File: src/verilog/maxs_pkg.sv
// constants, commands and states of the arithmetic, exchange and stack datapath
package maxs_pkg;

    // ****************************************
    // register map of the software port
    // ****************************************
    localparam logic [3:0] REG_WORK   = 4'h0;
    localparam logic [3:0] REG_FLAGS  = 4'h1;
    localparam logic [3:0] REG_STACK  = 4'h2;
    localparam logic [3:0] REG_STATUS = 4'h3;

    // ****************************************
    // flag byte and status byte layout
    // ****************************************
    localparam int FLAG_Z  = 0;
    localparam int FLAG_C  = 1;
    localparam int FLAG_NIBBLE = 2;
    localparam int FLAG_WRAP   = 3;
    localparam int STATUS_BUSY = 0;

    // ****************************************
    // reset values and steps
    // ****************************************
    localparam logic [7:0] WORK_RST  = 8'h00;
    localparam logic [7:0] STACK_RST = 8'h00;
    localparam logic [3:0] FLAGS_RST = 4'h0;
    localparam logic [7:0] STACK_STEP = 8'h02;
    localparam logic [7:0] BYTE_ONE   = 8'h01;
    localparam logic [7:0] BYTE_ZERO  = 8'h00;

    // ****************************************
    // commands and sequencer states
    // ****************************************
    typedef enum logic [4:0] {
        OP_XCH_M, OP_PUSH, OP_POP,
        OP_ADD_AI, OP_ADD_AM, OP_ADD_MA,
        OP_ADDC_AM, OP_ADDC_MA, OP_ADDC_A, OP_ADDC_M,
        OP_NADD_AM, OP_NADD_MA,
        OP_SUB_AI, OP_SUB_AM, OP_SUB_MA,
        OP_SUBC_AM, OP_SUBC_MA, OP_SUBC_A, OP_SUBC_M,
        OP_INC_M, OP_DEC_M, OP_CLEAR_M
    } maxs_op_t;

    typedef enum logic [2:0] {
        S_IDLE, S_RD, S_EXE, S_PUSH2, S_POP1, S_POP2, S_POP3
    } maxs_state_t;

endpackage

File: src/verilog/maxs_datapath.sv
// arithmetic, exchange and stack save/restore datapath of the 8-bit core
// Notes on behaviour
// RQ1 - exchange swaps working register and memory byte, flags untouched
// RQ2 - save writes working register at the stack pointer and flag byte at the next address
// RQ3 - after save the stack pointer advances by two
// RQ4 - restore drops stack pointer by two, then loads working register and all flags
// RQ5 - add immediate into working register, all four flags updated
// RQ6 - add memory byte, result to register or memory, all flags updated
// RQ7 - add memory byte plus carry to selected destination, all flags updated
// RQ8 - single operand add carry to register or memory in place, flags updated
// RQ9 - negate-add into register: memory minus register, flags updated
// RQ10 - negate-add into memory: register minus memory, flags updated
// RQ11 - subtract immediate or memory from register, flags updated
// RQ12 - subtract register from memory byte into memory, flags updated
// RQ13 - register minus memory minus carry into register, flags updated
// RQ14 - memory minus register minus carry into memory, flags updated
// RQ15 - single operand subtract carry in place, flags updated
// RQ16 - increment memory byte, all four flags updated
// RQ17 - decrement memory byte, all four flags updated
// RQ18 - clear writes zero to memory, flags untouched
// RQ19 - on subtraction carry means borrow from bit 7, nibble carry borrow from bit 3
//
// Chosen here: the plain strobed port and the register addresses.
`timescale 1ns/1ps
module maxs_datapath (
    input  wire logic             ref_clk_i,
    input  wire logic             reset_n_i,
    input  wire logic             start_i,
    input  maxs_pkg::maxs_op_t    op_i,
    input  wire logic [7:0]       imm_i,
    input  wire logic [7:0]       addr_i,
    output logic                  busy_o,
    output logic                  done_o,
    output logic [7:0]            mem_addr_o,
    output logic [7:0]            mem_wdata_o,
    output logic                  mem_we_o,
    output logic                  mem_re_o,
    input  wire logic [7:0]       mem_rdata_i,
    input  wire logic [3:0]       reg_addr_i,
    input  wire logic [7:0]       reg_wdata_i,
    input  wire logic             reg_write_i,
    input  wire logic             reg_read_i,
    output logic [7:0]            reg_rdata_o,
    output logic [7:0]            working_register_o,
    output logic [7:0]            stack_pointer_o,
    output logic                  zero_flag_o,
    output logic                  carry_flag_o,
    output logic                  nibble_carry_flag_o,
    output logic                  signed_wrap_flag_o
);

    // ****************************************
    // helpers
    // ****************************************
    function automatic logic needs_read(input maxs_pkg::maxs_op_t op);
        unique case (op)
            maxs_pkg::OP_XCH_M, maxs_pkg::OP_ADD_AM, maxs_pkg::OP_ADD_MA,
            maxs_pkg::OP_ADDC_AM, maxs_pkg::OP_ADDC_MA, maxs_pkg::OP_ADDC_M,
            maxs_pkg::OP_NADD_AM, maxs_pkg::OP_NADD_MA, maxs_pkg::OP_SUB_AM,
            maxs_pkg::OP_SUB_MA, maxs_pkg::OP_SUBC_AM, maxs_pkg::OP_SUBC_MA,
            maxs_pkg::OP_SUBC_M, maxs_pkg::OP_INC_M, maxs_pkg::OP_DEC_M: needs_read = 1'b1;
            default: needs_read = 1'b0;
        endcase
    endfunction

    function automatic logic reg_only(input maxs_pkg::maxs_op_t op);
        reg_only = (op == maxs_pkg::OP_ADD_AI) || (op == maxs_pkg::OP_SUB_AI) ||
                   (op == maxs_pkg::OP_ADDC_A) || (op == maxs_pkg::OP_SUBC_A);
    endfunction

    function automatic logic to_memory(input maxs_pkg::maxs_op_t op);
        unique case (op)
            maxs_pkg::OP_ADD_MA, maxs_pkg::OP_ADDC_MA, maxs_pkg::OP_ADDC_M,
            maxs_pkg::OP_NADD_MA, maxs_pkg::OP_SUB_MA, maxs_pkg::OP_SUBC_MA,
            maxs_pkg::OP_SUBC_M, maxs_pkg::OP_INC_M, maxs_pkg::OP_DEC_M: to_memory = 1'b1;
            default: to_memory = 1'b0;
        endcase
    endfunction

    // returns {wrap, nibble carry, carry, zero, result}; on subtraction carries are borrows
    function automatic logic [11:0] alu(input logic [7:0] a, input logic [7:0] b,
                                        input logic cin, input logic sub);
        logic [8:0] full;
        logic [4:0] low;
        logic       wrap;
        full = 9'h000;
        low  = 5'h00;
        wrap = 1'b0;
        if (sub) begin
            full = {1'b0, a} - {1'b0, b} - {8'h00, cin};
            low  = {1'b0, a[3:0]} - {1'b0, b[3:0]} - {4'h0, cin};
            wrap = (a[7] != b[7]) && (full[7] != a[7]);
        end else begin
            full = {1'b0, a} + {1'b0, b} + {8'h00, cin};
            low  = {1'b0, a[3:0]} + {1'b0, b[3:0]} + {4'h0, cin};
            wrap = (a[7] == b[7]) && (full[7] != a[7]);
        end
        alu = {wrap, low[4], full[8], (full[7:0] == 8'h00), full[7:0]}; // RQ19
    endfunction

    // ****************************************
    // state
    // ****************************************
    maxs_pkg::maxs_state_t state;
    maxs_pkg::maxs_state_t next_state;
    maxs_pkg::maxs_op_t    op_q;
    logic [7:0]            imm_q;
    logic [7:0]            working_register;
    logic [7:0]            stack_pointer;
    logic [3:0]            flags;
    logic                  start_ok;
    logic                  bus_ok;
    logic [7:0]            alu_a;
    logic [7:0]            alu_b;
    logic                  alu_cin;
    logic                  alu_sub;
    logic [11:0]           alu_out;

    assign start_ok = start_i && (state == maxs_pkg::S_IDLE);
    assign bus_ok   = reg_write_i && (state == maxs_pkg::S_IDLE) && !start_i;
    assign alu_out  = alu(alu_a, alu_b, alu_cin, alu_sub);

    // ****************************************
    // sequencer
    // ****************************************
    always_comb begin
        next_state = state;
        unique case (state)
            maxs_pkg::S_IDLE: begin
                if (start_i) begin
                    if (op_i == maxs_pkg::OP_PUSH) begin
                        next_state = maxs_pkg::S_PUSH2;
                    end else if (op_i == maxs_pkg::OP_POP) begin
                        next_state = maxs_pkg::S_POP1;
                    end else if (needs_read(op_i)) begin
                        next_state = maxs_pkg::S_RD;
                    end else if (reg_only(op_i)) begin
                        next_state = maxs_pkg::S_EXE;
                    end
                end
            end
            maxs_pkg::S_RD:    next_state = maxs_pkg::S_EXE;
            maxs_pkg::S_EXE:   next_state = maxs_pkg::S_IDLE;
            maxs_pkg::S_PUSH2: next_state = maxs_pkg::S_IDLE;
            maxs_pkg::S_POP1:  next_state = maxs_pkg::S_POP2;
            maxs_pkg::S_POP2:  next_state = maxs_pkg::S_POP3;
            maxs_pkg::S_POP3:  next_state = maxs_pkg::S_IDLE;
        endcase
    end

    always_ff @(posedge ref_clk_i or negedge reset_n_i) begin
        if (!reset_n_i) begin
            state  <= maxs_pkg::S_IDLE;
            busy_o <= 1'b0;
            done_o <= 1'b0;
            op_q   <= maxs_pkg::OP_XCH_M;
            imm_q  <= maxs_pkg::BYTE_ZERO;
        end else begin
            state  <= next_state;
            busy_o <= (next_state != maxs_pkg::S_IDLE);
            done_o <= ((state != maxs_pkg::S_IDLE) && (next_state == maxs_pkg::S_IDLE)) ||
                      (start_ok && (op_i == maxs_pkg::OP_CLEAR_M));
            if (start_ok) begin
                op_q  <= op_i;
                imm_q <= imm_i;
            end
        end
    end

    // ****************************************
    // operand selection
    // ****************************************
    always_comb begin
        alu_a   = working_register;
        alu_b   = maxs_pkg::BYTE_ZERO;
        alu_cin = 1'b0;
        alu_sub = 1'b0;
        unique case (op_q)
            maxs_pkg::OP_ADD_AI: alu_b = imm_q; // RQ5
            maxs_pkg::OP_ADD_AM, maxs_pkg::OP_ADD_MA: alu_b = mem_rdata_i; // RQ6
            maxs_pkg::OP_ADDC_AM, maxs_pkg::OP_ADDC_MA: begin // RQ7
                alu_b   = mem_rdata_i;
                alu_cin = flags[maxs_pkg::FLAG_C];
            end
            maxs_pkg::OP_ADDC_A: alu_cin = flags[maxs_pkg::FLAG_C]; // RQ8
            maxs_pkg::OP_ADDC_M: begin // RQ8
                alu_a   = mem_rdata_i;
                alu_cin = flags[maxs_pkg::FLAG_C];
            end
            maxs_pkg::OP_NADD_AM, maxs_pkg::OP_SUB_MA: begin // RQ9 RQ12
                alu_a   = mem_rdata_i;
                alu_b   = working_register;
                alu_sub = 1'b1;
            end
            maxs_pkg::OP_NADD_MA, maxs_pkg::OP_SUB_AM: begin // RQ10 RQ11
                alu_b   = mem_rdata_i;
                alu_sub = 1'b1;
            end
            maxs_pkg::OP_SUB_AI: begin // RQ11
                alu_b   = imm_q;
                alu_sub = 1'b1;
            end
            maxs_pkg::OP_SUBC_AM: begin // RQ13
                alu_b   = mem_rdata_i;
                alu_cin = flags[maxs_pkg::FLAG_C];
                alu_sub = 1'b1;
            end
            maxs_pkg::OP_SUBC_MA: begin // RQ14
                alu_a   = mem_rdata_i;
                alu_b   = working_register;
                alu_cin = flags[maxs_pkg::FLAG_C];
                alu_sub = 1'b1;
            end
            maxs_pkg::OP_SUBC_A: begin // RQ15
                alu_cin = flags[maxs_pkg::FLAG_C];
                alu_sub = 1'b1;
            end
            maxs_pkg::OP_SUBC_M: begin // RQ15
                alu_a   = mem_rdata_i;
                alu_cin = flags[maxs_pkg::FLAG_C];
                alu_sub = 1'b1;
            end
            maxs_pkg::OP_INC_M: begin // RQ16
                alu_a = mem_rdata_i;
                alu_b = maxs_pkg::BYTE_ONE;
            end
            maxs_pkg::OP_DEC_M: begin // RQ17
                alu_a   = mem_rdata_i;
                alu_b   = maxs_pkg::BYTE_ONE;
                alu_sub = 1'b1;
            end
            default: alu_a = working_register;
        endcase
    end

    // ****************************************
    // memory port
    // ****************************************
    always_ff @(posedge ref_clk_i or negedge reset_n_i) begin
        if (!reset_n_i) begin
            mem_addr_o  <= maxs_pkg::BYTE_ZERO;
            mem_wdata_o <= maxs_pkg::BYTE_ZERO;
            mem_we_o    <= 1'b0;
            mem_re_o    <= 1'b0;
        end else begin
            mem_we_o <= 1'b0;
            mem_re_o <= 1'b0;
            if (start_ok) begin
                if (op_i == maxs_pkg::OP_PUSH) begin
                    mem_addr_o  <= stack_pointer; // RQ2
                    mem_wdata_o <= working_register;
                    mem_we_o    <= 1'b1;
                end else if (op_i == maxs_pkg::OP_POP) begin
                    mem_addr_o <= stack_pointer - maxs_pkg::STACK_STEP; // RQ4
                    mem_re_o   <= 1'b1;
                end else if (op_i == maxs_pkg::OP_CLEAR_M) begin
                    mem_addr_o  <= addr_i;
                    mem_wdata_o <= maxs_pkg::BYTE_ZERO; // RQ18
                    mem_we_o    <= 1'b1;
                end else if (needs_read(op_i)) begin
                    mem_addr_o <= addr_i;
                    mem_re_o   <= 1'b1;
                end
            end else if (state == maxs_pkg::S_EXE) begin
                if (op_q == maxs_pkg::OP_XCH_M) begin
                    mem_wdata_o <= working_register; // RQ1
                    mem_we_o    <= 1'b1;
                end else if (to_memory(op_q)) begin
                    mem_wdata_o <= alu_out[7:0]; // RQ6
                    mem_we_o    <= 1'b1;
                end
            end else if (state == maxs_pkg::S_PUSH2) begin
                mem_addr_o  <= mem_addr_o + maxs_pkg::BYTE_ONE; // RQ2
                mem_wdata_o <= {4'h0, flags};
                mem_we_o    <= 1'b1;
            end else if (state == maxs_pkg::S_POP1) begin
                mem_addr_o <= mem_addr_o + maxs_pkg::BYTE_ONE; // RQ4
                mem_re_o   <= 1'b1;
            end
        end
    end

    // ****************************************
    // working register
    // ****************************************
    always_ff @(posedge ref_clk_i or negedge reset_n_i) begin
        if (!reset_n_i) begin
            working_register <= maxs_pkg::WORK_RST;
        end else if (state == maxs_pkg::S_EXE) begin
            if (op_q == maxs_pkg::OP_XCH_M) begin
                working_register <= mem_rdata_i; // RQ1
            end else if (!to_memory(op_q)) begin
                working_register <= alu_out[7:0]; // RQ5
            end
        end else if (state == maxs_pkg::S_POP2) begin
            working_register <= mem_rdata_i; // RQ4
        end else if (bus_ok && (reg_addr_i == maxs_pkg::REG_WORK)) begin
            working_register <= reg_wdata_i;
        end
    end

    // ****************************************
    // flags
    // ****************************************
    always_ff @(posedge ref_clk_i or negedge reset_n_i) begin
        if (!reset_n_i) begin
            flags <= maxs_pkg::FLAGS_RST;
        end else if ((state == maxs_pkg::S_EXE) && (op_q != maxs_pkg::OP_XCH_M)) begin
            flags <= alu_out[11:8]; // RQ5
        end else if (state == maxs_pkg::S_POP3) begin
            flags <= mem_rdata_i[3:0]; // RQ4
        end else if (bus_ok && (reg_addr_i == maxs_pkg::REG_FLAGS)) begin
            flags <= reg_wdata_i[3:0];
        end
    end

    // ****************************************
    // stack pointer
    // ****************************************
    always_ff @(posedge ref_clk_i or negedge reset_n_i) begin
        if (!reset_n_i) begin
            stack_pointer <= maxs_pkg::STACK_RST;
        end else if (start_ok && (op_i == maxs_pkg::OP_POP)) begin
            stack_pointer <= stack_pointer - maxs_pkg::STACK_STEP; // RQ4
        end else if (state == maxs_pkg::S_PUSH2) begin
            stack_pointer <= stack_pointer + maxs_pkg::STACK_STEP; // RQ3
        end else if (bus_ok && (reg_addr_i == maxs_pkg::REG_STACK)) begin
            stack_pointer <= reg_wdata_i;
        end
    end

    // ****************************************
    // register read port
    // ****************************************
    always_ff @(posedge ref_clk_i or negedge reset_n_i) begin
        if (!reset_n_i) begin
            reg_rdata_o <= maxs_pkg::BYTE_ZERO;
        end else if (reg_read_i) begin
            unique case (reg_addr_i)
                maxs_pkg::REG_WORK:   reg_rdata_o <= working_register;
                maxs_pkg::REG_FLAGS:  reg_rdata_o <= {4'h0, flags};
                maxs_pkg::REG_STACK:  reg_rdata_o <= stack_pointer;
                maxs_pkg::REG_STATUS: reg_rdata_o <= {7'h00, busy_o};
                default:              reg_rdata_o <= maxs_pkg::BYTE_ZERO;
            endcase
        end else begin
            reg_rdata_o <= maxs_pkg::BYTE_ZERO;
        end
    end

    assign working_register_o  = working_register;
    assign stack_pointer_o     = stack_pointer;
    assign zero_flag_o         = flags[maxs_pkg::FLAG_Z];
    assign carry_flag_o        = flags[maxs_pkg::FLAG_C];
    assign nibble_carry_flag_o = flags[maxs_pkg::FLAG_NIBBLE];
    assign signed_wrap_flag_o  = flags[maxs_pkg::FLAG_WRAP];
endmodule

File: config.mk
export PLATFORM = sky130hd
export DESIGN_NAME = maxs_datapath
export DESIGN_NICKNAME = d
export VERILOG_FILES = /design/src/verilog/maxs_pkg.sv /design/src/verilog/maxs_datapath.sv
export SDC_FILE = /design/constraint.sdc
export NUM_CORES = 1
export LEC_CHECK = 0
export BUFFER_PORTS_ARGS = -buffer_cell sky130_fd_sc_hd__buf_2
export CAP_MARGIN = 20
export CORE_ASPECT_RATIO = 0.8
export CORE_MARGIN = 2
export CORE_UTILIZATION = 62
export DETAILED_ROUTE_END_ITERATION = 7
export GPL_TIMING_DRIVEN = 0
export PLACE_DENSITY = 0.92
export SYNTH_ARGS = -nofsm -noshare
export SYNTH_HDL_FRONTEND = slang
export SYNTH_SLANG_ARGS = --single-unit
File: constraint.sdc
create_clock -name ref_clk_i -period 6.5 [get_ports ref_clk_i]
set_input_delay 1.3 -clock ref_clk_i [delete_from_list [all_inputs] [get_ports ref_clk_i]]
set_output_delay 1.3 -clock ref_clk_i [all_outputs]
set_load 0.05 [all_outputs]
# Yosys cells after proc, flatten, opt, wreduce, memory -nomap -nowiden
# Memory sizes are Yosys's and may differ from the RTL's.
# Cells that the tools add are included.
classes:
  add_sub_neg: 11
  reduce_logical: 41
  mux: 71
  eq_ne: 44
ops:
  columns: ["op", "count"]
  rows:
  - ["$mux W8", 26]
  - ["$pmux W8 S4", 2]
  - ["$eq A5 B4 Y1 const B", 10]
  - ["$eq A5 B5 Y1 const B", 7]
  - ["$mux W1", 32]
  - ["$reduce_bool A3 Y1", 7]
  - ["$eq A5 B3 Y1 const B", 4]
  - ["$eq A5 B2 Y1 const B", 3]
  - ["$mux W3", 5]
  - ["$pmux W3 S5", 1]
  - ["$reduce_or A7 Y1", 2]
  - ["$logic_and A1 B1 Y1", 12]
  - ["$mux W4", 3]
  - ["$reduce_or A10 Y1", 1]
  - ["$add A8 B8 Y9", 1]
  - ["$add A9 B1 Y9", 1]
  - ["$eq A3 B3 Y1 const B", 3]
  - ["$mux W9", 1]
  - ["$sub A8 B8 Y9", 1]
  - ["$sub A9 B1 Y9", 1]
  - ["$add A8 B1 Y8 const B", 1]
  - ["$add A8 B2 Y8 const B", 1]
  - ["$eq A4 B2 Y1 const B", 2]
  - ["$logic_not A8 Y1", 1]
  - ["other kinds (29)", 39]
totals:
  wordCells: 184
  mem_count: 4
  romBits: 128
  reg_bits: 64
  out_inout_bits: 48
mem_list:
  columns: ["memory", "words", "word_bits", "rd", "rd_clocked_by_memory_dff", "wr", "line", "source"]
  rows:
  - ["(no name shown)", 32, 1, 1, 0, 0, "maxs_datapath.sv:72", "unique case (op)"]
  - ["(no name shown)", 32, 1, 1, 0, 0, "maxs_datapath.sv:56", "unique case (op)"]
  - ["(no name shown)", 32, 1, 1, 0, 0, "maxs_datapath.sv:72", null]
  - ["(no name shown)", 32, 1, 1, 0, 0, "maxs_datapath.sv:56", null]

# Logic depth before layout (Yosys ltp)
# Gate-level depths: netlist (run 1).
logic_depth:
  ltp_word: 13
  mapped_depth: 18
  ltp_nobuf: 16

# Worst setup path after synthesis (run 1)
# OpenSTA, ideal clock, no wires.
synth_timing:
  kind: "input -> register"
  start: "input port mem_rdata_i[3]"
  end: "register flags[0]"
  path_slack_ns: 2.381
  path_buffers: 0
  arrival_ns: 4.023
  cell_stages: 11
  cell_sequence: "a222oi_1 > inv_1 > ha_1 > ha_1 > o21a_1 > or4_1 > a21o_1 > nand3_1 > o211ai_1 > or4_1 > o31ai_1"
synth_via:
  elab_chain_len: 6
  elab_cells_between_ends: 9
  cone_classes: "add/sub (4); mux (4); reduce/logical (1)"
synth_rtl:
  columns: ["element", "line", "source"]
  rows:
  - ["from (decl)", "maxs_datapath.sv:38", "input wire logic [7:0] mem_rdata_i,"]
  - ["$pmux W8 S4 / $mux W8 (equally long branches)", "maxs_datapath.sv:178", "unique case (op_q)"]
  - ["$add A8 B8 Y9 / $sub A8 B8 Y9 (equally long branches)", "maxs_datapath.sv:94, maxs_datapath.sv:90", null]
  - ["$add A9 B1 Y9 / $sub A9 B1 Y9 (equally long branches)", "maxs_datapath.sv:94, maxs_datapath.sv:90", null]
  - ["$mux W9 (*)", "maxs_datapath.sv:89", "if (sub) begin"]
  - ["$logic_not A8 Y1 (*)", "maxs_datapath.sv:98", "alu = {wrap, low[4], full[8], (full[7:0] == 8'h00), full[7:0]};"]
  - ["$mux W4 (*)", "maxs_datapath.sv:308", "end else if ((state == maxs_pkg::S_EXE) && (op_q != maxs_pkg::OP_XCH_M)) begin"]
  - ["to (signal assigned)", "maxs_datapath.sv:307", "flags <= maxs_pkg::FLAGS_RST;"]
  - ["to (signal assigned)", "maxs_datapath.sv:309", "flags <= alu_out[11:8];"]
  - ["to (signal assigned)", "maxs_datapath.sv:311", "flags <= mem_rdata_i[3:0];"]
  - ["to (decl)", "maxs_datapath.sv:110", "logic [3:0] flags;"]
# Every way passes the cells marked *; elsewhere a longest branch is shown, timed or not.
# A chain may end at the register's enable or synchronous reset.

# Final worst setup path (run 1)
layout_timing:
  start: "register op_q[1]"
  end: "register flags[0]"
layout_via:
  elab_chain_len: 8
  elab_cells_between_ends: 39
  cone_classes: "add/sub (4); eq/ne (18); mux (6); reduce/logical (11)"
layout_rtl:
  columns: ["element", "line", "source"]
  rows:
  - ["from (decl)", "maxs_datapath.sv:106", "maxs_pkg::maxs_op_t op_q;"]
  - ["from (signal assigned)", "maxs_datapath.sv:156", "op_q <= maxs_pkg::OP_XCH_M;"]
  - ["from (signal assigned)", "maxs_datapath.sv:164", "op_q <= op_i;"]
  - ["$eq A5 B4 Y1 (tied with other cells)", "maxs_datapath.sv:178", null]
  - ["$reduce_or A7 Y1 (no line) (tied with other cells)", null, null]
  - ["$pmux W8 S4 / $mux W8 (equally long branches)", "maxs_datapath.sv:178", null]
  - ["$add A8 B8 Y9 / $sub A8 B8 Y9 (equally long branches)", "maxs_datapath.sv:94, maxs_datapath.sv:90", null]
  - ["$add A9 B1 Y9 / $sub A9 B1 Y9 (equally long branches)", "maxs_datapath.sv:94, maxs_datapath.sv:90", null]
  - ["$mux W9", "maxs_datapath.sv:89", null]
  - ["$logic_not A8 Y1", "maxs_datapath.sv:98", null]
  - ["$mux W4", "maxs_datapath.sv:308", null]
# Parallel ways exist; a longest one is shown, timed or not.

==> results.md, run 1 <==
Run status:
- The checks that failed: DRC.
- The run finished, with violations left.

Clock tree:
- The clock slew seen by the registers of the worst setup and hold paths is 70 ps.
- TritonCTS built the clock tree.
- The clock sink count is 64.
- The maximum level of the CTS H-tree is 3.
- No sink is reached through more buffers than the 2 on the longest clock path.
- The post-cts gate resize count is 0.
- Counting the buffers created by CTS gives 9.
- The master cell of the clock root buffer is sky130_fd_sc_hd__clkbuf_8.
- The hold buffer count at CTS is 0.
- Buffers added to address setup during post-CTS repair amount to 0.
- The later pin in the worst-skew pair is clocked with a latency of 360 ps.

Detailed routing:
- The overall via count from detail_route is 6,151.
- The violation count after the first detailed-routing iteration is 1,035.
- Dividing the detail-routed via count by the number of cells gives 6.745.
- Before antenna repair, the detailed router went through 8 iterations.
- The detail route stage leaves a number of antenna-violating nets equal to 0.
- The average wire length per cell after detail routing is 20.08 um.
- The total length of routed wires is 18.31 mm.
- In the routed design, unresolved DRC markers number 9.

STA:
- Setup violations remaining at the end of the flow were counted as 0.
- The headroom to the max-slew limit is 43.61%.
- Setup repair after global routing left no endpoint under its margin.
- The max-slew violation count is 0.
- On the final layout, the worst hold slack is 528.9 ps.
- After layout, the minimum clock period comes to 4854 ps.
- The number of endpoints with negative hold slack in the final report came to 0.
- The top achievable clock speed is 0.2060 GHz.
- In the finished design, the share of the clock period the worst path needs comes to 74.67%.
- For the pin with the worst max-slew slack, the measured transition is 842.8 ps.
- The worst clock skew is 9.717 ps.
- Setup total negative slack on the finished layout was measured at 0 ps.
- The worst path meets setup with 1646 ps of slack.

Synth:
- The cell accounting for the most synthesized area is sky130_fd_sc_hd__dfrtp_1.
- The share of synthesized flip-flops with an asynchronous set or reset is 100.0%.
- Synthesis inferred 64 register bits.
- Summing the sequential cell areas from Yosys gives 29.55% of the chip area.
- The most instantiated flip-flop cell in the synthesis netlist is sky130_fd_sc_hd__dfrtp_1.
- Yosys attributes the largest share of cell area to sky130_fd_sc_hd__dfrtp_1 (30%), sky130_fd_sc_hd__nand2_1 (5.9%), sky130_fd_sc_hd__mux2i_1 (5.7%).
- The post-synthesis cell count is 692.
- When the netlist entered floorplanning its net count stood at 764.
- The share of synthesized area in the top cell type comes to 29.55%.
- Summing every instance area after synthesis gives 5420 sq um.
- The Yosys step of the flow raised 0 warnings.
- The number of library cell types mapped by synthesis is 69.
- The synthesized area per cell is 7.833 sq um.
- The count of flip-flops with a built-in enable after synthesis is 0.

Placed design:
- The HPWL after detailed placement is 13.45 mm.
- The global placer's final weighted congestion is 0.9794.
- Before CTS, the worst setup slack after placement is 1864 ps.
- During placement, the flow inserted port buffers numbering 91.

Layout:
- At the end of the flow, the number of nets in the layout was 867.
- Cells fill 73.92% of the core in the end.
- The combined area of the multi-input logic cells is 3488 sq um.
- The area added between synthesis and finish is 15.70%.
- Summing all flip-flop and latch instances after layout gives 1602 sq um.
- After filler insertion, the fill cell instance count of the layout stands at 680.
- Cells with a size suffix above 1 make up 17.63% of the layout.
- The repair_antennas step left the layout with diodes totalling 0.

Critical path:
- For flop-to-flop paths, the worst setup slack is 1650 ps.
- The critical path capture point type is a flip-flop.
- The last element of the critical path is flags[0]$_DFFE_PN0P_.
- For this run, the slowest stage of the critical path takes 670 ps.
- The startpoint identified for the worst register-to-register timing path is op_q[1]$_DFFE_PN0P_.
- The required time reported for the critical path endpoint is 6780 ps.
- The critical path is of the flip-flop to flip-flop type.
- The slowest stage of the critical path is the sky130_fd_sc_hd__nor2_1 cell.
- The number of cells on the worst reg-to-reg path is 17.
- STA classifies the critical path startpoint as a flip-flop.
- The critical path starts at op_q[1]$_DFFE_PN0P_.
- The critical path arrival is 5130 ps.
- The critical path goes through buf_6 > clkbuf_1 > nor3b_1 > a31oi_1 > nor2_1 > a32o_1 > a211o_1 > fa_1 > inv_1 > fa_1 > o21a_1 > or4_1 > a21o_1 > nand3_1 > o211ai_1 > or4_1 > o31ai_1.
- Of all nets on the critical path, the largest fanout is 10.
- The worst register-to-register path ends at flags[0]$_DFFE_PN0P_.

GRT:
- The maximum number of pins on one net before global-route repair is 65.
- The total routing usage reported by global routing is 39.13%.
- After global routing the overflow that remains totals 0.
- The wire length of the first global-routing pass is 28.64 mm.
- The met1 usage in global routing is 54.00%.
- The via count of the first global-routing pass came to 5,484.
- The global routing usage on met2 is 60.06%.
- After global routing, the most crowded layer is met2.
- The global routing usage on met3 is 11.38%.
- The initial antenna violation count came to 0.

Die:
- The starting density of the core is 63.89%.
- The I/O pin total is 94.
- In this run the core area contains 30 standard-cell rows.
- The floorplan die height is 87.63 um.
- The placeable core region is 8483 sq um.
- From left edge to right edge, the die measures 108.5 um.
- The die covers 9511 sq um.

Min path:
- The worst hold path begins at imm_q[0]$_DFFE_PN0P_.
- The class of the worst hold path is flip-flop to flip-flop.

Job:
- Max-cap violations in this run came to 0.
## synthesized netlist by cell type (5+ instances only)
cell type / instances
sky130_fd_sc_hd__nor2_1: 73
sky130_fd_sc_hd__mux2i_1: 31
sky130_fd_sc_hd__a31oi_1: 7
sky130_fd_sc_hd__nor3_1: 17
sky130_fd_sc_hd__and3_1: 7
sky130_fd_sc_hd__a222oi_1: 8
sky130_fd_sc_hd__o22ai_1: 8
sky130_fd_sc_hd__a21o_1: 5
sky130_fd_sc_hd__clkbuf_1: 34
sky130_fd_sc_hd__nand3_1: 22
sky130_fd_sc_hd__o21ai_0: 59
sky130_fd_sc_hd__buf_2: 6
sky130_fd_sc_hd__or2_2: 5
sky130_fd_sc_hd__or3_1: 6
sky130_fd_sc_hd__dfrtp_1: 64
sky130_fd_sc_hd__nand2_1: 85
sky130_fd_sc_hd__xnor2_1: 6
sky130_fd_sc_hd__o211ai_1: 11
sky130_fd_sc_hd__a22oi_1: 5
sky130_fd_sc_hd__o31ai_1: 5
sky130_fd_sc_hd__a22o_1: 7
sky130_fd_sc_hd__ha_1: 22
sky130_fd_sc_hd__inv_1: 35
sky130_fd_sc_hd__a221oi_1: 5
sky130_fd_sc_hd__o221ai_1: 5
sky130_fd_sc_hd__nor2b_1: 6
sky130_fd_sc_hd__a21oi_1: 49
sky130_fd_sc_hd__o21a_1: 8
sky130_fd_sc_hd__a211oi_1: 10
sky130_fd_sc_hd__mux2_2: 8
sky130_fd_sc_hd__nand2b_1: 9
## sequential cells by signal (all words and copies together), names as in the netlist
name                cells
mem_addr_o              8
done_o                  1
imm_q                   8
reg_rdata_o             8
stack_pointer_o         8
state                   3
working_register_o      8
mem_we_o                1
busy_o                  1
mem_re_o                1
flags                   4
op_q                    5
mem_wdata_o             8
## kinds of logic (layout without fill, tap and decap cells)
| kind of cell | count (synthesis) | in the layout | share of synthesized area (%) |
|---|---|---|---|
| flops | 64 | 64 | 29.55 |
| simple gates | 253 | 253 | 21.91 |
| buf+inv | 80 | 188 | 6.094 |
| xor+xnor | 10 | 10 | 1.616 |
| compound gates | 219 | 219 | 26.71 |
| fa+ha+maj | 27 | 27 | 6.741 |
| mux | 39 | 39 | 7.387 |
## per-layer routing
layer	share of wire [%]	wire, um
met5	0	0
met4	3.3	609
met3	13	2428
met2	44	7970
met1	40	7303
## through the flow
| stage | std cells | instance area (sq um) |
|---|---|---|
| 6_report | 912 | 6271 |
| 5_1_grt | 912 | 6271 |
| 4_1_cts | 912 | 6271 |
| 3_5_place_dp | 896 | 6026 |
| 3_3_place_gp | 895 | 6016 |
| 2_1_floorplan | 692 | 5420 |
## placed cells by master, fill, tap and decap left out, types with 5 or more instances in the layout
master | synthesis | routed
sky130_fd_sc_hd__nand2_1 | 85 | 85
sky130_fd_sc_hd__a31oi_1 | 7 | 7
sky130_fd_sc_hd__buf_2 | 6 | 96
sky130_fd_sc_hd__or2_2 | 5 | 5
sky130_fd_sc_hd__o21ai_0 | 59 | 59
sky130_fd_sc_hd__nor2b_1 | 6 | 6
sky130_fd_sc_hd__dfrtp_1 | 64 | 64
sky130_fd_sc_hd__mux2_2 | 8 | 8
sky130_fd_sc_hd__o21a_1 | 8 | 8
sky130_fd_sc_hd__o211ai_1 | 11 | 11
sky130_fd_sc_hd__a222oi_1 | 8 | 8
sky130_fd_sc_hd__clkbuf_1 | 34 | 35
sky130_fd_sc_hd__ha_1 | 22 | 22
sky130_fd_sc_hd__inv_1 | 35 | 35
sky130_fd_sc_hd__xnor2_1 | 6 | 6
sky130_fd_sc_hd__a21oi_1 | 49 | 49
sky130_fd_sc_hd__a21o_1 | 5 | 5
sky130_fd_sc_hd__nand2b_1 | 9 | 9
sky130_fd_sc_hd__mux2i_1 | 31 | 31
sky130_fd_sc_hd__a22o_1 | 7 | 7
sky130_fd_sc_hd__o31ai_1 | 5 | 5
sky130_fd_sc_hd__a22oi_1 | 5 | 5
sky130_fd_sc_hd__o221ai_1 | 5 | 5
sky130_fd_sc_hd__or3_1 | 6 | 6
sky130_fd_sc_hd__clkbuf_8 | 0 | 10
sky130_fd_sc_hd__nor3_1 | 17 | 17
sky130_fd_sc_hd__nand3_1 | 22 | 22
sky130_fd_sc_hd__and3_1 | 7 | 7
sky130_fd_sc_hd__o22ai_1 | 8 | 8
sky130_fd_sc_hd__a211oi_1 | 10 | 10
sky130_fd_sc_hd__a221oi_1 | 5 | 5
sky130_fd_sc_hd__nor2_1 | 73 | 73
## layout make-up
class	count	share of cell area (%)
multi-input cells	548	55.63
clock buffers	11	2.255
clock inverters	5	1.656
flip-flops and latches	64	25.54
repair buffers	92	7.422
plain buffers	45	3.172
well taps	112	2.235
inverters	35	2.095
## how the worst min path moves through the flow
| stage | to | cells after the start | slack (ps) |
|---|---|---|---|
| 3_3_place_gp | imm_q[0]$_DFFE_PN0P_ | 2 | 490 |
| 5_1_grt | imm_q[0]$_DFFE_PN0P_ | 2 | 560 |
| 3_5_place_dp | imm_q[0]$_DFFE_PN0P_ | 2 | 510 |
| 2_1_floorplan | imm_q[0]$_DFFE_PN0P_ | 2 | 450 |
| 6_report | imm_q[0]$_DFFE_PN0P_ | 2 | 530 |
| 4_1_cts | imm_q[0]$_DFFE_PN0P_ | 2 | 530 |
## critical path, delay by kind of cell (launching register included)
family,cells,cell delay [ps]
AND/OR/NAND/NOR,5,2010
AO/OA/AOI/OAI,7,1300
adder cells (fa/ha/maj),2,570
buffers and inverters,3,540
flip-flops,1,350
Power of run 1 is left out: the tool's default activity adds up to more than one toggle a clock period on the data nets, which glitch-free logic cannot reach.
==> run 2, diff against run 1 <==
- CORE_UTILIZATION: 62 -> 58
- PLACE_DENSITY: 0.92 -> 0.87
- clock period: 6.5 -> 4.85 ns (I/O delays scaled with it)
==> results.md, run 2 (synthesized netlist as in run 1, its figures left out) <==
Critical path:
- The critical path arrival is 4880 ps.
- The terminus of the critical flop-to-flop path is flags[0]$_DFFE_PN0P_.
- The critical path class is flip-flop to flip-flop.
- Of all nets on the critical path, the largest fanout is 9.
- The critical path launch point is op_q[2]$_DFFE_PN0P_.
- The most critical setup path has its endpoint at flags[0]$_DFFE_PN0P_.
- The number of cell instances on the worst register-to-register path is 15.
- The worst setup path is launched from a flip-flop.
- For the worst setup path, the data required time is 5100 ps.
- The startpoint identified for the worst register-to-register timing path is op_q[2]$_DFFE_PN0P_.
- STA classifies the critical path endpoint as a flip-flop.
- The worst register-to-register path has a setup slack of 220 ps.

Layout:
- The final design instance area without fill is 6384 sq um.
- In the final layout, the share of cells above drive strength 1 is 18.08%.
- The repair_antennas step left the layout with diodes totalling 0.
- The non-filler instance count after layout is 917.
- The library cells used most frequently in the layout, excluding fill and tap cells, are sky130_fd_sc_hd__buf_2 (97), sky130_fd_sc_hd__nand2_1 (85), sky130_fd_sc_hd__nor2_1 (71).
- From synthesis to final layout, the design area changed by 17.77%.
- The number of filler instances in the final layout is 777.
- After the last flow step, the layout net total stands at 870.
- The library cell used most frequently in the layout, excluding fill and tap cells, is sky130_fd_sc_hd__buf_2.

STA:
- The tightest hold path in the finished design has a slack of 535.6 ps.
- The max-slew violation count was 0.
- The number of setup violations in the final report is 0.
- The headroom to the max-slew limit is 40.85%.
- The number of endpoints with negative hold slack in the final report is 0.
- Setup slack on the critical path of the routed design comes to 222.5 ps.
- The worst clock skew is 9.202 ps.
- The slew of the pin with the lowest slew margin is 880.5 ps.
- The smallest clock period supported by the final layout is computed as 4627 ps.
- Static timing analysis puts the maximum clock frequency at 0.2161 GHz.
- The share of the clock period used by the worst path is 95.41%.

Clock tree:
- The hold buffer count at CTS is 0.
- The clock tree from TritonCTS is built.
- The clock slew seen by the registers of the worst setup and hold paths is 60 ps.
- The number of buffers added by the clock tree synthesis step is 9.
- The maximum level of the CTS H-tree is 3.
- Counting along the longest clock path gives a buffer depth of 2.
- The master cell of the clock root buffer is sky130_fd_sc_hd__clkbuf_16.
- The later pin in the worst-skew pair is clocked with a latency of 340 ps.
- The clock drives 64 sinks.

Job:
- The tool flagged a number of max-cap violations equal to 0.

Placed design:
- The global placer's final weighted congestion is 0.9895.
- The HPWL after detailed placement is 13.53 mm.
- The total of buffers placed on input and output ports is 91.
- The cell count after placement is 899.
- The placed instances occupy a cell area of 6027 sq um.
- The worst setup slack before clock tree synthesis is 184.3 ps.

GRT:
- The wire length of the first global-routing pass is 28.37 mm.
- The overall overflow remaining after global route is 0.
- Entering global routing, the biggest net connects 65 pins.
- The initial antenna violation count came to 0.
- The via count of the first global-routing pass is 5,495.
- The total routing usage reported by global routing is 35.02%.

Detailed routing:
- Dividing the detail-routed wire length by the instance count gives 19.82 um.
- The violation count after the first detailed-routing iteration is 824.
- The first-pass iteration count of the detailed router is 7.
- The overall via count from detail_route is 6,031.
- The total length of routed wires is 18.18 mm.
- The remaining routing DRC violations is 0.
- After detailed routing, the number of vias per cell comes to 6.577.
- The post-detailed-route count of antenna-violating nets is 0.

Die:
- The die is 90.47 um tall.
- The floorplan step set the die width to 112.1 um.
- The die covers 10,140 sq um.
- The placeable core region is 9076 sq um.
- Pin placement for this block handled 94 I/O pins.
- For this configuration, the core starts out at a cell density of 59.72%.
- The site row count is 31.

Min path:
- The worst hold path begins at mem_wdata_o[3]$_DFFE_PN0P_.
- In this run the worst hold path is classified as flip-flop to flip-flop.

Run status:
- The run finished with clean final reports.
==> run 2: worst min path at each step <==
stage	cells past startpoint	to	slack, ps
floorplan	2	imm_q[0]$_DFFE_PN0P_	450
CTS	2	imm_q[7]$_DFFE_PN0P_	530
detailed placement	2	mem_wdata_o[3]$_DFFE_PN0P_	510
finish	2	mem_wdata_o[3]$_DFFE_PN0P_	540
global route	2	imm_q[7]$_DFFE_PN0P_	550
global placement	2	imm_q[7]$_DFFE_PN0P_	480
==> run 2: area by class of cell <==
| type | instances | area (sq um) | area share, % |
|---|---|---|---|
| inverter | 35 | 131.4 | 2.058 |
| sequential | 64 | 1602 | 25.09 |
| multi-input combinational | 548 | 3501 | 54.84 |
| timing repair buffer | 95 | 485.5 | 7.605 |
| tap | 115 | 143.9 | 2.254 |
| clock inverter | 3 | 65.06 | 1.019 |
| buffer | 45 | 198.9 | 3.116 |
| clock buffer | 12 | 256.5 | 4.018 |
==> run 2: stage by stage <==
step / setup TNS [ps] / utilization, %
floorplan: 0 / -
global placement: 0 / 66.32
detailed placement: 0 / 66.40
CTS: 0 / 69.95
global route: -52.06 / 70.33
finish: 0 / 70.33
==> run 2: what timing repair did <==
item,4_1_cts,5_1_grt
gates resized for setup,0,3
endpoints found under the setup margin,0,1
setup buffers,0,3
==> run 2: routing by layer <==
metal / share of wire [%] / GRT usage [%] / vias up
li1: - / - / 2722
met1: 41 / 50.15 / 2811
met2: 43 / 50.35 / 427
met3: 13 / 10.94 / 71
met4: 2.8 / 11.59 / 0
met5: 0 / 0 / -
==> run 2: worst max-delay path, stage by stage, from the launching register on <==
cell and delay [ps]:
sky130_fd_sc_hd__dfrtp_1 370, sky130_fd_sc_hd__buf_6 140, sky130_fd_sc_hd__nor2_1 320, sky130_fd_sc_hd__mux2i_1 200, sky130_fd_sc_hd__o22ai_4 390, sky130_fd_sc_hd__mux2i_1 410, sky130_fd_sc_hd__fa_1 240, sky130_fd_sc_hd__inv_1 70
sky130_fd_sc_hd__fa_1 410, sky130_fd_sc_hd__o21a_1 250, sky130_fd_sc_hd__or4_1 480, sky130_fd_sc_hd__a21o_1 210, sky130_fd_sc_hd__nand3_1 80, sky130_fd_sc_hd__o211ai_1 160, sky130_fd_sc_hd__or4_1 540, sky130_fd_sc_hd__o31ai_1 240
Power of run 2 is left out for the same reason.
==> run 3, diff against run 2 <==
--- a/config.mk
+++ b/config.mk
@@ -13,5 +13,5 @@
 export DETAILED_ROUTE_END_ITERATION = 7
 export GPL_TIMING_DRIVEN = 0
-export PLACE_DENSITY = 0.87
+export PLACE_DENSITY = 0.82
 export SYNTH_ARGS = -nofsm -noshare
 export SYNTH_HDL_FRONTEND = slang
==> constraint.sdc (replaced) <==
create_clock -name ref_clk_i -period 4.85 [get_ports ref_clk_i]
set_input_delay 0.97 -clock ref_clk_i [delete_from_list [all_inputs] [get_ports ref_clk_i]]
set_output_delay 0.97 -clock ref_clk_i [all_outputs]
set_load 0.02 [all_outputs]
==> results.md, run 3 (synthesized netlist as in run 1, its figures left out) <==
Clock tree:
- In this run the deepest clock path goes through 2 buffers.
- The hold buffer count at CTS is 0.
- The clock latency on the worst-skew pair is 350 ps.
- The number of clock buffers added by TritonCTS is 9.
- The clock sink count is 64.
- Clock-pin slew was measured on the worst setup and hold paths at 60 ps.
- The clock tree from TritonCTS is built.
- The number of setup buffers added after CTS is 0.
- The maximum level of the CTS H-tree is 3.
- The master cell of the clock root buffer is sky130_fd_sc_hd__clkbuf_16.

Die:
- The floorplan die area is 10,140 sq um.
- The floorplan die height is 90.47 um.
- From left edge to right edge, the die measures 112.1 um.
- The total area inside the core boundary comes to 9076 sq um.
- The I/O pin total is 94.
- The starting density of the core is 59.72%.
- The site row count is 31.

Critical path:
- The peak fanout along the critical path is 9.
- The critical path launch point is op_q[2]$_DFFE_PN0P_.
- For the worst setup path, the data arrival time is 4820 ps.
- The critical path class is flip-flop to flip-flop.
- For the worst flop-to-flop path, the logic depth is 14.
- Walking the worst path, the cells encountered are buf_6 > nor2_1 > mux2i_1 > o22ai_4 > mux2_2 > ha_1 > ha_1 > o21a_1 > or4_1 > a21o_1 > nand3_1 > o211ai_1 > or4_1 > o31ai_1.
- The critical path depth is 14.
- For the worst setup path, the data required time is 5110 ps.
- For this run, the slowest stage of the critical path takes 560 ps.
- The worst setup slack for register-to-register paths is 290 ps.
- STA classifies the critical path endpoint as a flip-flop.
- The last element of the critical path is flags[0]$_DFFE_PN0P_.
- The worst setup path is launched from a flip-flop.
- Counting both buffers and inverters, the worst setup path holds a total of 1.
- The critical register-to-register path startpoint is op_q[2]$_DFFE_PN0P_.
- The endpoint identified for the worst register-to-register timing path is flags[0]$_DFFE_PN0P_.
- Among all stages on the critical path, the largest delay is contributed by sky130_fd_sc_hd__or4_1.
- The cell type group with the largest total delay on the critical path is simple AND/OR/NAND/NOR gates.

STA:
- The worst path meets setup with 285.7 ps of slack.
- The share of the clock period used by the worst path is 94.11%.
- The slew of the pin with the lowest slew margin is 864.5 ps.
- The number of endpoints with negative hold slack in the final report is 0.
- Setup repair after global routing left no endpoint under its margin.
- After routing, the total negative slack on setup checks comes to 0 ps.
- The minimum period implied by the final worst setup slack is 4564 ps.
- The headroom to the max-slew limit is 41.92%.
- The number of setup violations in the final report is 0.
- The worst clock skew is 7.674 ps.
- The max-slew violation count is 0.
- The top achievable clock speed is 0.2191 GHz.

Run status:
- The run finished with clean final reports.

Layout:
- The final net count is 867.
- After filler insertion, the fill cell instance count of the layout stands at 759.
- Compared with the post-synthesis result, the final layout area differs by 17.64%.
- The top cell types in the final layout, fill and taps aside, are sky130_fd_sc_hd__buf_2 (97), sky130_fd_sc_hd__nand2_1 (85), sky130_fd_sc_hd__nor2_1 (71).
- The finished cells cover 6376 sq um.
- The proportion of layout cells with a drive suffix above 1 is 17.88%.
- Leaving out fill and tap cells, the most frequent cell in the layout is sky130_fd_sc_hd__buf_2.
- The antenna diode instance count is 0.

Placed design:
- At the placement stage, the worst setup path has a slack of 245.2 ps.
- The HPWL after detailed placement is 13.10 mm.
- In this run the cell area measured after placement is 6027 sq um.
- In this run the tool buffered the top-level ports with 91 buffer cells.
- At the end of routability-driven placement, the weighted congestion stood at 0.9848.

GRT:
- The wire length of the first global-routing pass is 29.12 mm.
- The via count of the first global-routing pass came to 5,533.
- Entering global routing, the biggest net connects 65 pins.
- Across every metal layer, demand over resource in global routing totals 35.96%.
- The initial antenna violation count is 0.
- The overall overflow remaining after global route is 0.

Detailed routing:
- The post-detailed-route count of antenna-violating nets is 0.
- Summed over all layers, the routed wires come to 18.04 mm.
- After the first detailed-routing iteration, the DRC count stood at 1,055.
- After detailed routing, the number of remaining DRC violations is 0.
- Detailed routing inserted a total of 6,056 vias.
- The average vias per placed instance is 6.619.
- The first-pass iteration count of the detailed router is 6.
- After detailed routing, the average wire length per cell comes to 19.71 um.

Power:
- The maximum ir drop on the vdd rail is 0.9049 mV.
- The leakage power of the design is 0.002979 uW.
- The cell area power density is 886.5 nW/um^2.

Min path:
- The worst hold path belongs to the class flip-flop to flip-flop.

Job:
- Across the run, the number of max-cap violations was 0.
run 3: changes by cell type in the layout (fill, tap and decap cells not counted), sizes merged:
cell      before  now
clkinvlp       0    1
bufinv         2    3
buf          106  103
clkbuf        46   44
clkinv         1    2
run 3: how the worst min path moves through the flow:
stage,slack (ps),to,depth (start not counted),startpoint
floorplan,450,imm_q[0]$_DFFE_PN0P_,2,imm_q[0]$_DFFE_PN0P_
global placement,500,imm_q[7]$_DFFE_PN0P_,2,imm_q[7]$_DFFE_PN0P_
detailed placement,510,imm_q[7]$_DFFE_PN0P_,2,imm_q[7]$_DFFE_PN0P_
CTS,540,imm_q[0]$_DFFE_PN0P_,2,imm_q[0]$_DFFE_PN0P_
global route,560,imm_q[0]$_DFFE_PN0P_,2,imm_q[0]$_DFFE_PN0P_
finish,540,mem_wdata_o[7]$_DFFE_PN0P_,2,mem_wdata_o[7]$_DFFE_PN0P_
run 3: through the flow:
step / hold slack, ps / total power, uW / util, % / std cells
after detailed placement: 505.0 / 4723 / 66.40 / 899
after global routing: 559.5 / 6028 / 70.25 / 915
after floorplan: 446.0 / 3722 / - / 692
after global placement: 500.9 / 4592 / 66.32 / 898
after CTS: 540.3 / 5513 / 70.11 / 915
final: 538.3 / 5653 / 70.25 / 915
run 3: tightest hold or removal path: stages, from the launching register on:
cell	delay (ps)
sky130_fd_sc_hd__dfrtp_1	340
sky130_fd_sc_hd__nor2_1	50
sky130_fd_sc_hd__a21oi_1	100
run 3: final cells by class:
class	instances	area [sq um]	share of cell area (%)
clock inverters	6	107.6	1.688
clock buffers	10	229.0	3.591
plain buffers	45	198.9	3.120
multi-input cells	548	3501	54.91
repair buffers	92	462.9	7.261
flip-flops and latches	64	1602	25.12
inverters	35	131.4	2.060
well taps	115	143.9	2.257
run 3: repair_timing:
action / 4_1_cts / 5_1_grt
resized for setup: 0 / 3
setup endpoints to repair: 0 / 1
endpoints found under the hold margin: 0 / 0
run 3: per-layer routing:
metal	routed length [um]	track usage [%]	vias up
met1	7581	52.08	2810
met2	7656	51.81	459
met4	539	12.09	0
met3	2261	10.07	65
met5	0	0	-
li1	-	-	2722
run 3: report_power, final:
| group | total [uW] | internal (uW) | switching [uW] |
|---|---|---|---|
| clock | 756 | 500 | 256 |
| sequential | 1050 | 761 | 288 |
| combinational | 3850 | 1460 | 2390 |
No activity file was read; power rests on OpenSTA's default activity.
